==> config.mk <==
export PLATFORM = sky130hd
export DESIGN_NAME = usb_endpoint_mode_responder
export DESIGN_NICKNAME = d
export VERILOG_FILES = /design/src/common/ep_mode_pkg.sv /design/src/design/usb_endpoint_mode_responder.sv /design/src/design/ep_mode_decode.sv
export SDC_FILE = /design/constraint.sdc
export NUM_CORES = 1
export LEC_CHECK = 0
export ABC_AREA = 1
export BUFFER_PORTS_ARGS = -buffer_cell sky130_fd_sc_hd__clkbuf_2
export CAP_MARGIN = 20
export CORE_MARGIN = 8
export CORE_UTILIZATION = 55
export CTS_CLUSTER_SIZE = 24
export DETAILED_ROUTE_END_ITERATION = 6
export PLACE_DENSITY_LB_ADDON = 0.1
export SLEW_MARGIN = 10
export SYNTH_ARGS = -nofsm -noshare
export SYNTH_HDL_FRONTEND = slang
export SYNTH_SLANG_ARGS = --single-unit
==> constraint.sdc <==
create_clock -name clk_i -period 3.3 [get_ports clk_i]
set_input_delay 0.165 -clock clk_i [delete_from_list [all_inputs] [get_ports clk_i]]
set_output_delay 0.165 -clock clk_i [all_outputs]
set_load 0.05 [all_outputs]
==> src/common/ep_mode_pkg.sv <==
// shared codes and sizes for the endpoint mode responder
package ep_mode_pkg;
   // ==========================================
   // sizes
   localparam int NUM_EP = 3;
   localparam int EP_W = 2;
   localparam int MODE_W = 4;
   localparam int CNT_W = 4;
   localparam logic [EP_W-1:0] CTRL_EP = 2'h0;

   // ==========================================
   // endpoint mode codes
   typedef enum logic [MODE_W-1:0] {
      MODE_DISABLE = 4'b0000,
      MODE_NAK_IO = 4'b0001,
      MODE_STATUS_OUT = 4'b0010,
      MODE_STALL_IO = 4'b0011,
      MODE_IGNORE_IO = 4'b0100,
      MODE_RSVD_5 = 4'b0101,
      MODE_STATUS_IN = 4'b0110,
      MODE_RSVD_7 = 4'b0111,
      MODE_NAK_OUT = 4'b1000,
      MODE_ACK_OUT = 4'b1001,
      MODE_NAK_OUT_ZLP = 4'b1010,
      MODE_ACK_OUT_NAK_IN = 4'b1011,
      MODE_NAK_IN = 4'b1100,
      MODE_ACK_IN = 4'b1101,
      MODE_NAK_IN_CHK = 4'b1110,
      MODE_ACK_IN_CHK = 4'b1111
   } mode_t;

   localparam mode_t MODE_RESET = MODE_DISABLE;

   // ==========================================
   // token kinds and replies
   typedef enum logic [1:0] {
      TOK_SETUP = 2'b00,
      TOK_IN = 2'b01,
      TOK_OUT = 2'b10
   } tok_t;

   typedef enum logic [2:0] {
      RESP_NONE = 3'b000,
      RESP_ACK = 3'b001,
      RESP_NAK = 3'b010,
      RESP_STALL = 3'b011,
      RESP_DATA = 3'b100,
      RESP_ZLP = 3'b101
   } resp_t;

   typedef enum logic {
      ST_IDLE = 1'b0,
      ST_IN_WAIT = 1'b1
   } state_t;
endpackage : ep_mode_pkg

==> src/design/usb_endpoint_mode_responder.sv <==
// token reply and endpoint mode keeper for three endpoints
// Notes on behaviour
// - each endpoint keeps a four-bit mode that selects every token reply
// - mode 0000 gives no reply at all to setup, in or out
// - mode 0001 acks setup and naks every in and out
// - after acking a setup the control endpoint mode becomes 0001
// - mode 1011 accepts setup, naks in, acks out then becomes 0001
// - mode 1001 ignores setup and in, acks out then becomes 1000
// - mode 1000 ignores setup and in, naks out
// - mode 1101 sends counted data on in; host ack moves it to 1100
// - mode 1100 ignores setup and out, naks in
// - mode 1111 accepts setup, sends data, checks out; ack moves it to 1110
// - mode 1110 accepts setup, naks in, checks status out
// - 0010 stalls in and checks out; 0110 sends empty packet, stalls out
// - 0011 stalls both, 0100 ignores both, 1010 empty in, nak out
// - stall bit on data endpoints turns 1001 out ack and 1101 in data into stall
// - status check acks only empty out with toggle one, else stall
// - data reply carries the endpoint four-bit byte count
// - reset sets every mode to 0000; it stays until firmware writes
// - control endpoint ack locks mode and count until a later read of the control endpoint
`timescale 1ns/1ps
module usb_endpoint_mode_responder
#(
   parameter int COUNT_W = 4
)
(
   input wire logic clk_i,
   input wire logic rst_i,
   input wire logic tok_valid_i,
   input wire ep_mode_pkg::tok_t tok_kind_i,
   input wire logic [ep_mode_pkg::EP_W-1:0] tok_ep_i,
   input wire logic pkt_ok_i,
   input wire logic pkt_zero_len_i,
   input wire logic pkt_toggle_i,
   input wire logic host_ack_i,
   output logic resp_valid_o,
   output ep_mode_pkg::resp_t resp_kind_o,
   output logic [COUNT_W-1:0] resp_count_o,
   input wire logic fw_wr_i,
   input wire logic fw_rd_i,
   input wire logic [ep_mode_pkg::EP_W-1:0] fw_ep_i,
   input wire ep_mode_pkg::mode_t fw_mode_i,
   input wire logic fw_stall_i,
   input wire logic [COUNT_W-1:0] fw_count_i,
   output ep_mode_pkg::mode_t rd_mode_o,
   output logic rd_stall_o,
   output logic [COUNT_W-1:0] rd_count_o,
   output logic ctrl_locked_o,
   output logic in_wait_o
);
   import ep_mode_pkg::*;

   if (COUNT_W != CNT_W)
   begin : g_width_check
      $error("COUNT_W must match the four-bit byte count field");
   end

   // ==========================================
   // endpoint state
   mode_t mode [NUM_EP];
   logic stall [NUM_EP];
   logic [COUNT_W-1:0] count [NUM_EP];
   resp_t dec_resp [NUM_EP];
   mode_t dec_ack_mode [NUM_EP];
   mode_t dec_in_ack_mode [NUM_EP];

   state_t state;
   logic [EP_W-1:0] wait_ep;
   logic wait_data;
   logic locked;

   logic tok_ep_ok;
   resp_t sel_resp;
   logic dev_ack;
   logic in_sent;
   logic in_acked;
   logic ctrl_ack;

   assign tok_ep_ok = tok_valid_i && (tok_ep_i < EP_W'(NUM_EP));
   assign sel_resp = tok_ep_ok ? dec_resp[tok_ep_i] : RESP_NONE;
   assign dev_ack = sel_resp == RESP_ACK;
   assign in_sent = (sel_resp == RESP_DATA) || (sel_resp == RESP_ZLP);
   assign in_acked = (state == ST_IN_WAIT) && host_ack_i && !tok_valid_i;
   assign ctrl_ack = (dev_ack && tok_ep_i == CTRL_EP) || (in_acked && wait_ep == CTRL_EP);

   // ==========================================
   // per endpoint decode and mode keeping
   for (genvar e = 0; e < NUM_EP; e++)
   begin : g_ep
      logic hit;
      logic wr_ok;

      assign hit = tok_ep_ok && tok_ep_i == EP_W'(e);
      assign wr_ok = fw_wr_i && fw_ep_i == EP_W'(e) && !(e == 0 && locked);

      ep_mode_decode u_dec
      (
         .mode_i(mode[e]),
         .stall_i(stall[e]),
         .is_ctrl_i(e == 0),
         .kind_i(tok_kind_i),
         .pkt_ok_i(pkt_ok_i),
         .zero_len_i(pkt_zero_len_i),
         .toggle_i(pkt_toggle_i),
         .resp_o(dec_resp[e]),
         .ack_mode_o(dec_ack_mode[e]),
         .in_ack_mode_o(dec_in_ack_mode[e])
      );

      always_ff @(posedge clk_i)
      begin
         if (rst_i)
         begin
            mode[e] <= MODE_RESET;
         end
         else if (hit && dev_ack)
         begin
            mode[e] <= dec_ack_mode[e];
         end
         else if (in_acked && wait_data && wait_ep == EP_W'(e))
         begin
            mode[e] <= dec_in_ack_mode[e];
         end
         else if (wr_ok)
         begin
            mode[e] <= fw_mode_i;
         end
      end

      always_ff @(posedge clk_i)
      begin
         if (rst_i)
         begin
            stall[e] <= 1'b0;
            count[e] <= '0;
         end
         else if (wr_ok)
         begin
            stall[e] <= fw_stall_i;
            count[e] <= fw_count_i;
         end
      end
   end

   // ==========================================
   // reply output
   always_ff @(posedge clk_i)
   begin
      if (rst_i)
      begin
         resp_valid_o <= 1'b0;
         resp_kind_o <= RESP_NONE;
         resp_count_o <= '0;
      end
      else
      begin
         resp_valid_o <= sel_resp != RESP_NONE;
         resp_kind_o <= sel_resp;
         resp_count_o <= (sel_resp == RESP_DATA) ? count[tok_ep_i] : '0;
      end
   end

   // ==========================================
   // wait for host handshake after in data
   always_ff @(posedge clk_i)
   begin
      if (rst_i)
      begin
         state <= ST_IDLE;
         wait_ep <= '0;
         wait_data <= 1'b0;
      end
      else
      begin
         unique case (state)
            ST_IDLE:
            begin
               if (in_sent)
               begin
                  state <= ST_IN_WAIT;
                  wait_ep <= tok_ep_i;
                  wait_data <= sel_resp == RESP_DATA;
               end
            end
            ST_IN_WAIT:
            begin
               if (in_sent)
               begin
                  wait_ep <= tok_ep_i;
                  wait_data <= sel_resp == RESP_DATA;
               end
               else if (tok_valid_i || host_ack_i)
               begin
                  state <= ST_IDLE;
               end
            end
         endcase
      end
   end

   // ==========================================
   // control endpoint write lock
   always_ff @(posedge clk_i)
   begin
      if (rst_i)
      begin
         locked <= 1'b0;
      end
      else if (ctrl_ack)
      begin
         locked <= 1'b1;
      end
      else if (fw_rd_i && fw_ep_i == CTRL_EP)
      begin
         locked <= 1'b0;
      end
   end

   // ==========================================
   // firmware read port
   always_ff @(posedge clk_i)
   begin
      if (rst_i)
      begin
         rd_mode_o <= MODE_RESET;
         rd_stall_o <= 1'b0;
         rd_count_o <= '0;
      end
      else if (fw_rd_i)
      begin
         rd_mode_o <= (fw_ep_i < EP_W'(NUM_EP)) ? mode[fw_ep_i] : MODE_RESET;
         rd_stall_o <= (fw_ep_i < EP_W'(NUM_EP)) ? stall[fw_ep_i] : 1'b0;
         rd_count_o <= (fw_ep_i < EP_W'(NUM_EP)) ? count[fw_ep_i] : '0;
      end
   end

   assign ctrl_locked_o = locked;
   assign in_wait_o = state == ST_IN_WAIT;
endmodule : usb_endpoint_mode_responder

==> src/design/ep_mode_decode.sv <==
// reply decoder for one endpoint
`timescale 1ns/1ps
module ep_mode_decode
(
   input wire ep_mode_pkg::mode_t mode_i,
   input wire logic stall_i,
   input wire logic is_ctrl_i,
   input wire ep_mode_pkg::tok_t kind_i,
   input wire logic pkt_ok_i,
   input wire logic zero_len_i,
   input wire logic toggle_i,
   output ep_mode_pkg::resp_t resp_o,
   output ep_mode_pkg::mode_t ack_mode_o,
   output ep_mode_pkg::mode_t in_ack_mode_o
);
   import ep_mode_pkg::*;

   logic accept_setup;
   logic stall_on;
   logic status_ok;

   assign stall_on = stall_i && !is_ctrl_i;
   assign status_ok = zero_len_i && toggle_i;

   // ==========================================
   // setup acceptance
   always_comb
   begin
      unique case (mode_i)
         MODE_NAK_IO, MODE_STATUS_OUT, MODE_STALL_IO, MODE_IGNORE_IO, MODE_STATUS_IN,
         MODE_NAK_OUT_ZLP, MODE_ACK_OUT_NAK_IN, MODE_NAK_IN_CHK, MODE_ACK_IN_CHK:
            accept_setup = 1'b1;
         default:
            accept_setup = 1'b0;
      endcase
   end

   // ==========================================
   // mode after host acks data
   always_comb
   begin
      unique case (mode_i)
         MODE_ACK_IN: in_ack_mode_o = MODE_NAK_IN;
         MODE_ACK_IN_CHK: in_ack_mode_o = MODE_NAK_IN_CHK;
         default: in_ack_mode_o = mode_i;
      endcase
   end

   // ==========================================
   // reply per token
   always_comb
   begin
      resp_o = RESP_NONE;
      ack_mode_o = mode_i;
      unique case (kind_i)
         TOK_SETUP:
         begin
            if (accept_setup && pkt_ok_i)
            begin
               resp_o = RESP_ACK;
               ack_mode_o = MODE_NAK_IO;
            end
         end
         TOK_IN:
         begin
            unique case (mode_i)
               MODE_NAK_IO, MODE_ACK_OUT_NAK_IN, MODE_NAK_IN, MODE_NAK_IN_CHK:
                  resp_o = RESP_NAK;
               MODE_STATUS_OUT, MODE_STALL_IO:
                  resp_o = RESP_STALL;
               MODE_STATUS_IN, MODE_NAK_OUT_ZLP:
                  resp_o = RESP_ZLP;
               MODE_ACK_IN:
                  resp_o = stall_on ? RESP_STALL : RESP_DATA;
               MODE_ACK_IN_CHK:
                  resp_o = RESP_DATA;
               default:
                  resp_o = RESP_NONE;
            endcase
         end
         default:
         begin
            if (pkt_ok_i)
            begin
               unique case (mode_i)
                  MODE_NAK_IO, MODE_NAK_OUT, MODE_NAK_OUT_ZLP:
                     resp_o = RESP_NAK;
                  MODE_STALL_IO, MODE_STATUS_IN:
                     resp_o = RESP_STALL;
                  MODE_ACK_OUT:
                  begin
                     resp_o = stall_on ? RESP_STALL : RESP_ACK;
                     ack_mode_o = MODE_NAK_OUT;
                  end
                  MODE_ACK_OUT_NAK_IN:
                  begin
                     resp_o = RESP_ACK;
                     ack_mode_o = MODE_NAK_IO;
                  end
                  MODE_STATUS_OUT, MODE_NAK_IN_CHK, MODE_ACK_IN_CHK:
                  begin
                     resp_o = status_ok ? RESP_ACK : RESP_STALL;
                     ack_mode_o = (mode_i == MODE_ACK_IN_CHK) ? MODE_NAK_IN_CHK : mode_i;
                  end
                  default:
                     resp_o = RESP_NONE;
               endcase
            end
         end
      endcase
   end
endmodule : ep_mode_decode

==> impl_metrics.tcl, run 1 <==
set metrics [dict create \
    status "finished, final reports clean" \
    core.rowCount 27 \
    fin_nets 521 \
    clockRootBuffer "clkbuf_8" \
    synth-seq-cells 49 \
    critPathKind "flip-flop to flip-flop" \
    core_mm2 0.005507 \
    report.final.hold_viol_count 0 \
    viasPerCell 5.632 \
    grt_pass1_vias 2928 \
    fmax_mhz 357.2 \
    die_area_mm2 0.008338 \
    synth_warnings 0 \
    cts_tree "built" \
    clk_pin_slew_ns 0.09 \
    vias 3210 \
    end_kind "flip-flop" \
    p_leak_nw 1.662 \
    post-route-min-period_ns 2.800 \
    dr.pass1.iters 6 \
    area_growth_syn_to_layout_pct 12.47 \
    grt-ovfl-total 0 \
    maxSlewViolCount 0 \
    setup_viol 0 \
    syn_inst 454 \
    synth_area_per_cell_um2 6.871 \
    dp_hpwl_mm 6.794 \
    postRouteAntennaNets 0 \
    tns_ns 0 \
    cp-start-kind "flip-flop" \
    postLayoutCoreUtil 0.6371 \
    slew_headroom 0.4379 \
    cts_made_buffers 5 \
    synth.distinct_cells 35 \
    rrSetupSlack_ns 0.50 \
    hold_class "primary input to flip-flop" \
    num-fill-cells 541 \
    track_usage 0.2068 \
    synthMostInstantiatedCell "nand2_1" \
    drc_errors 0 \
    rsz0062_at_grt "no" \
    globalplace.congestion 0.9860 \
    synth_common_cells "140 x nand2_1, 62 x nor2_1, 52 x inv_1" \
    drt_wl_total_mm 8.564 \
    die_w_um 91.31 \
    antenna_cells 0 \
    power_density_mw_per_mm2 386.2 \
    ys.flop_type "edfxtp_1" \
    ioPinCount 43 \
    fin_worst_skew_ns 0.01106 \
    clockBufferDepth 2 \
    io_buffer_count 42 \
    grt_pass1_wl_mm 14.03 \
    worstPathRequired_ns 3.28 \
    routedWlPerCell_um 15.02 \
    synth_fp_nets 478 \
    post-route-cell-area_mm2 0.003508 \
    reg2reg_to "mode[2][3]" \
    worstSetupStartpoint "mode[2][3]" \
    fin_crit_sh 0.8483 \
    clkLatencyLatePin_ns 0.31 \
    cp_max_fo 9 \
    antenna_found_initial 0 \
    ys_seq_area_frac 0.4011 \
    die_h_um 91.31 \
    worstRegToRegCells 13 \
    cts_resized 0 \
    synth.top_cells.by_area "edfxtp_1 26%, nand2_1 17%, dfxtp_1 14%" \
    synth_top_cell_by_area "edfxtp_1" \
    worst_slew_pin_slew_ns 0.8344 \
    r2r_start "mode[2][3]" \
    post-cts-setup-buffers 0 \
    placed_area_mm2 0.003397 \
    critPathArrivalTime_ns 2.78 \
    h-tree-depth 2 \
    synth_edf_count 27 \
    crit_end "mode[2][3]" \
    synth_top_area_frac 0.2599 \
    maxCapViolCount 0 \
    netlist_area_mm2 0.003119 \
    vdd_ir_drop_max_mv 0.2833 \
    drtIter0Drc 255 \
    initial_core_util 0.5665 \
    drive_gt1_frac 0.1586 \
    clock-sinks 49 \
    ys_async_sr_fraction 0 \
    hold_buffers 0 \
    grt_max_degree 24 \
]
[worst max-delay path: stages, from the launching register on]
cell and delay, ns:
edfxtp_1 0.47, inv_1 0.16, nand2_1 0.13, nand3_1 0.14, o21ai_1 0.07, a21oi_1 0.16, o21ai_0 0.12, nand2_1 0.28
nand2_2 0.16, nor2_8 0.15, nand2_4 0.09, a31oi_4 0.19, nor2_1 0.07, nor2_1 0.28
[cells by family (layout without fill, tap and decap cells)]
group | after synthesis | after routing | share of synthesized area
compound gates | 67 | 67 | 0.1308
buf+inv | 65 | 109 | 0.08063
flops | 49 | 49 | 0.4011
simple gates | 273 | 273 | 0.3875
[power breakdown]
group	switching, mW	leakage, nW	internal, mW
clock	0.213	0.0573	0.201
combinational	0.174	1.15	0.0688
sequential	0.0248	0.456	0.673
[cell type report]
cell class | count | area (µm²) | share of cell area
multi-input cells | 340 | 1617 | 0.4608
flip-flops and latches | 49 | 1251 | 0.3566
repair buffers | 44 | 225.2 | 0.06419
inverters | 57 | 214.0 | 0.06098
clock buffers | 6 | 93.84 | 0.02675
well taps | 72 | 90.09 | 0.02568
clock inverters | 2 | 17.52 | 0.004993
[layer usage]
| metal | vias up | part of all wire | wire length, µm | GRT usage |
|---|---|---|---|---|
| met5 | - | 0 | 0 | 0 |
| met4 | 0 | 0.022 | 192 | 0.07231 |
| met3 | 18 | 0.10 | 891 | 0.04774 |
| met2 | 171 | 0.43 | 3702 | 0.3089 |
| met1 | 1437 | 0.44 | 3778 | 0.2849 |
| li1 | 1584 | - | - | - |
[layout by cell type, fill, tap and decap left out, types with 5 or more instances in the layout]
cell type	count
inv_1	52
clkbuf_8	5
a31oi_1	8
o21ai_1	5
a21oi_1	23
nor3_1	5
edfxtp_1	27
o21ai_0	15
nor2_1	62
dfxtp_1	22
o221ai_1	5
clkbuf_2	42
nand3_1	35
o211ai_1	5
inv_2	5
nand4_1	9
nand2_1	140
nor2_2	5
[stage by stage]
step / hold slack [ns] / cells / power, mW / setup slack [ns]
after floorplan: 0.3514 / 454 / 0.8748 / 1.037
after global placement: 0.4529 / 562 / 0.9476 / 0.6448
after detailed placement: 0.4547 / 562 / 0.9493 / 0.5582
after CTS: 0.1684 / 570 / 1.356 / 0.5346
after global routing: 0.1839 / 570 / 1.414 / 0.2747
final: 0.1705 / 570 / 1.355 / 0.5005
[flip-flops by register name, indices dropped and copies added (netlist names)]
name           cells
mode              12
stall              3
rd_stall_o         1
rd_count_o         4
wait_data          1
wait_ep            2
resp_kind_o        3
rd_mode_o          4
ctrl_locked_o      1
resp_valid_o       1
in_wait_o          1
count             12
resp_count_o       4
[worst min path at each step]
stage | start | to | depth (start not counted)
floorplan | host_ack_i | in_wait_o | 2
global placement | rd_count_o[1] | rd_count_o[1] | 2
detailed placement | rd_count_o[1] | rd_count_o[1] | 2
CTS | host_ack_i | in_wait_o | 3
global route | host_ack_i | in_wait_o | 3
finish | host_ack_i | in_wait_o | 3
Note: power is estimated with default switching activity, not from simulation.
==> inputs of run 2 (changes only) <==
- CORE_UTILIZATION: 55 -> 52
- clock period: 3.3 -> 2.5 ns (I/O delays scaled with it)
==> impl_metrics.tcl, run 2 (synthesis gave the netlist of run 1 again) <==
set metrics [dict create \
    antenna_found_initial 0 \
    fin_nets 555 \
    maxSlewViolCount 0 \
    hold_end "in_wait_o" \
    die_h_um 93.45 \
    rrSetupSlack_ns 0.03 \
    report.final.hold_viol_count 0 \
    stdcell_count 607 \
    power_density_mw_per_mm2 466.5 \
    post-route-min-period_ns 2.468 \
    tns_ns 0 \
    status "finished, final reports clean" \
    cts_made_buffers 5 \
    vias 3349 \
    io_buffer_count 42 \
    r2r_start "mode[0][2]" \
    initial_core_util 0.5331 \
    die_area_mm2 0.008733 \
    totalPowerFinal_mw 1.809 \
    rsz0062_at_grt "yes" \
    drc_errors 0 \
    grt_pass1_wl_mm 14.38 \
    reg_top3 "count x12, mode x12" \
    ioPinCount 43 \
    final_common_cell "nand2_1" \
    maxCapViolCount 0 \
    critPathKind "flip-flop to flip-flop" \
    track_usage 0.2060 \
    swShare 0.3125 \
    clockBufferDepth 2 \
    hp-start "host_ack_i" \
    antenna_cells 0 \
    clkLatencyLatePin_ns 0.30 \
    drive_gt1_frac 0.2613 \
    reg2reg_to "mode[1][1]" \
    setup_viol 0 \
    clockRootBuffer "clkbuf_8" \
    worst_slew_pin_slew_ns 0.6049 \
    cp_max_fo 6 \
    core.rowCount 28 \
    end_kind "flip-flop" \
    core_mm2 0.005851 \
    fin_crit_sh 0.9872 \
    viasPerCell 5.517 \
    p_leak_nw 1.853 \
    min_path_cells 3 \
    area_growth_syn_to_layout_pct 24.35 \
    cp-start-kind "flip-flop" \
    routedWlPerCell_um 15.28 \
    globalplace.congestion 0.9759 \
    drt_wl_total_mm 9.275 \
    critPathArrivalTime_ns 2.45 \
    hold_class "primary input to flip-flop" \
    holdWs_ns 0.1293 \
    dr.pass1.iters 7 \
    hold_buffers 0 \
    worstPathRequired_ns 2.49 \
    seq_power_share 0.510 \
    vdd_ir_drop_max_mv 0.3738 \
    dp.cells 582 \
    worstRegToRegCells 18 \
    grt_max_degree 24 \
    clock-sinks 49 \
    dp_hpwl_mm 7.114 \
    worstSetupStartpoint "mode[0][2]" \
    internal-power_mw 1.244 \
    postLayoutCoreUtil 0.6630 \
    cts_tree "built" \
    clk_pin_slew_ns 0.10 \
    combinationalPowerShare 0.211 \
    final_cell_mix "130 x nand2_1, 54 x nor2_1, 46 x inv_1, 42 x clkbuf_2, 34 x nand3_1" \
    fmax_mhz 405.2 \
    fin_worst_skew_ns 0.01563 \
    grt-ovfl-total 0 \
    drtIter0Drc 315 \
    die_w_um 93.45 \
    num-fill-cells 547 \
    slew_headroom 0.5967 \
    grt_pass1_vias 2999 \
    h-tree-depth 2 \
    switchingPower_uw 565.3 \
    pwr-share-clk 0.278 \
    postRouteAntennaNets 0 \
]
[run 2: layer usage]
layer,GRT usage,wire length (µm),vias up,part of all wire
met1,0.2753,3882,1479,0.42
met4,0.06577,271,0,0.029
met2,0.3243,4172,193,0.45
met3,0.04167,948,27,0.10
met5,0,0,-,0
li1,-,-,1650,-
[run 2: stage by stage]
| step | setup WS, ns | instance area, µm² |
|---|---|---|
| final | 0.03203 | 3879 |
| after global routing | -0.1153 | 3879 |
| after CTS | 0.01090 | 3642 |
| after detailed placement | -0.002181 | 3528 |
| after global placement | 0.02688 | 3528 |
| after floorplan | 0.2372 | 3119 |
[run 2: how the worst max path moves through the flow]
stage	endpoint	slack, ns	cells after the start
3_3_place_gp	mode[0][0]	0.03	18
5_1_grt	mode[1][3]	-0.12	18
2_1_floorplan	mode[2][0]	0.24	15
4_1_cts	mode[1][0]	0.01	18
3_5_place_dp	mode[2][2]	-0.002	17
6_report	mode[1][1]	0.03	18
[run 2: repair_timing]
action	in CTS	in global routing
pin swaps	0	15
setup buffers	2	15
gates resized for setup	4	41
hold endpoints to repair	0	0
endpoints found under the setup margin	8	17
[run 2: worst max-delay path: stages (launching register included)]
cell	delay [ns]
edfxtp_1	0.53
nand2_2	0.14
nor2_4	0.13
nand2_2	0.09
nand2_4	0.08
nand2_1	0.05
nand2_1	0.07
nand2_1	0.05
nand2_1	0.07
nand2_1	0.04
nand2_1	0.06
nand3_2	0.11
nand2_4	0.12
nor2_8	0.06
nand2_4	0.09
nor2_4	0.04
nand2_1	0.06
nor2_1	0.05
nor3_2	0.29
[run 2: area by class of cell]
type / instances / area [µm²] / share of cell area
Clock buffer: 6 / 82.58 / 0.02129
Tap cell: 75 / 93.84 / 0.02419
Multi-Input combinational cell: 340 / 1728 / 0.4455
Clock inverter: 2 / 13.76 / 0.003548
Timing Repair Buffer: 78 / 495.5 / 0.1277
Inverter: 57 / 214.0 / 0.05516
Sequential cell: 49 / 1251 / 0.3226
[run 2: power by group through the flow]
stage / clock network [mW] / logic (mW) / registers (mW)
2_1_floorplan: 0 / 0.192 / 0.963
3_3_place_gp: 0 / 0.333 / 0.938
3_5_place_dp: 0 / 0.335 / 0.939
4_1_cts: 0.517 / 0.339 / 0.921
5_1_grt: 0.540 / 0.417 / 0.928
6_report: 0.504 / 0.382 / 0.924
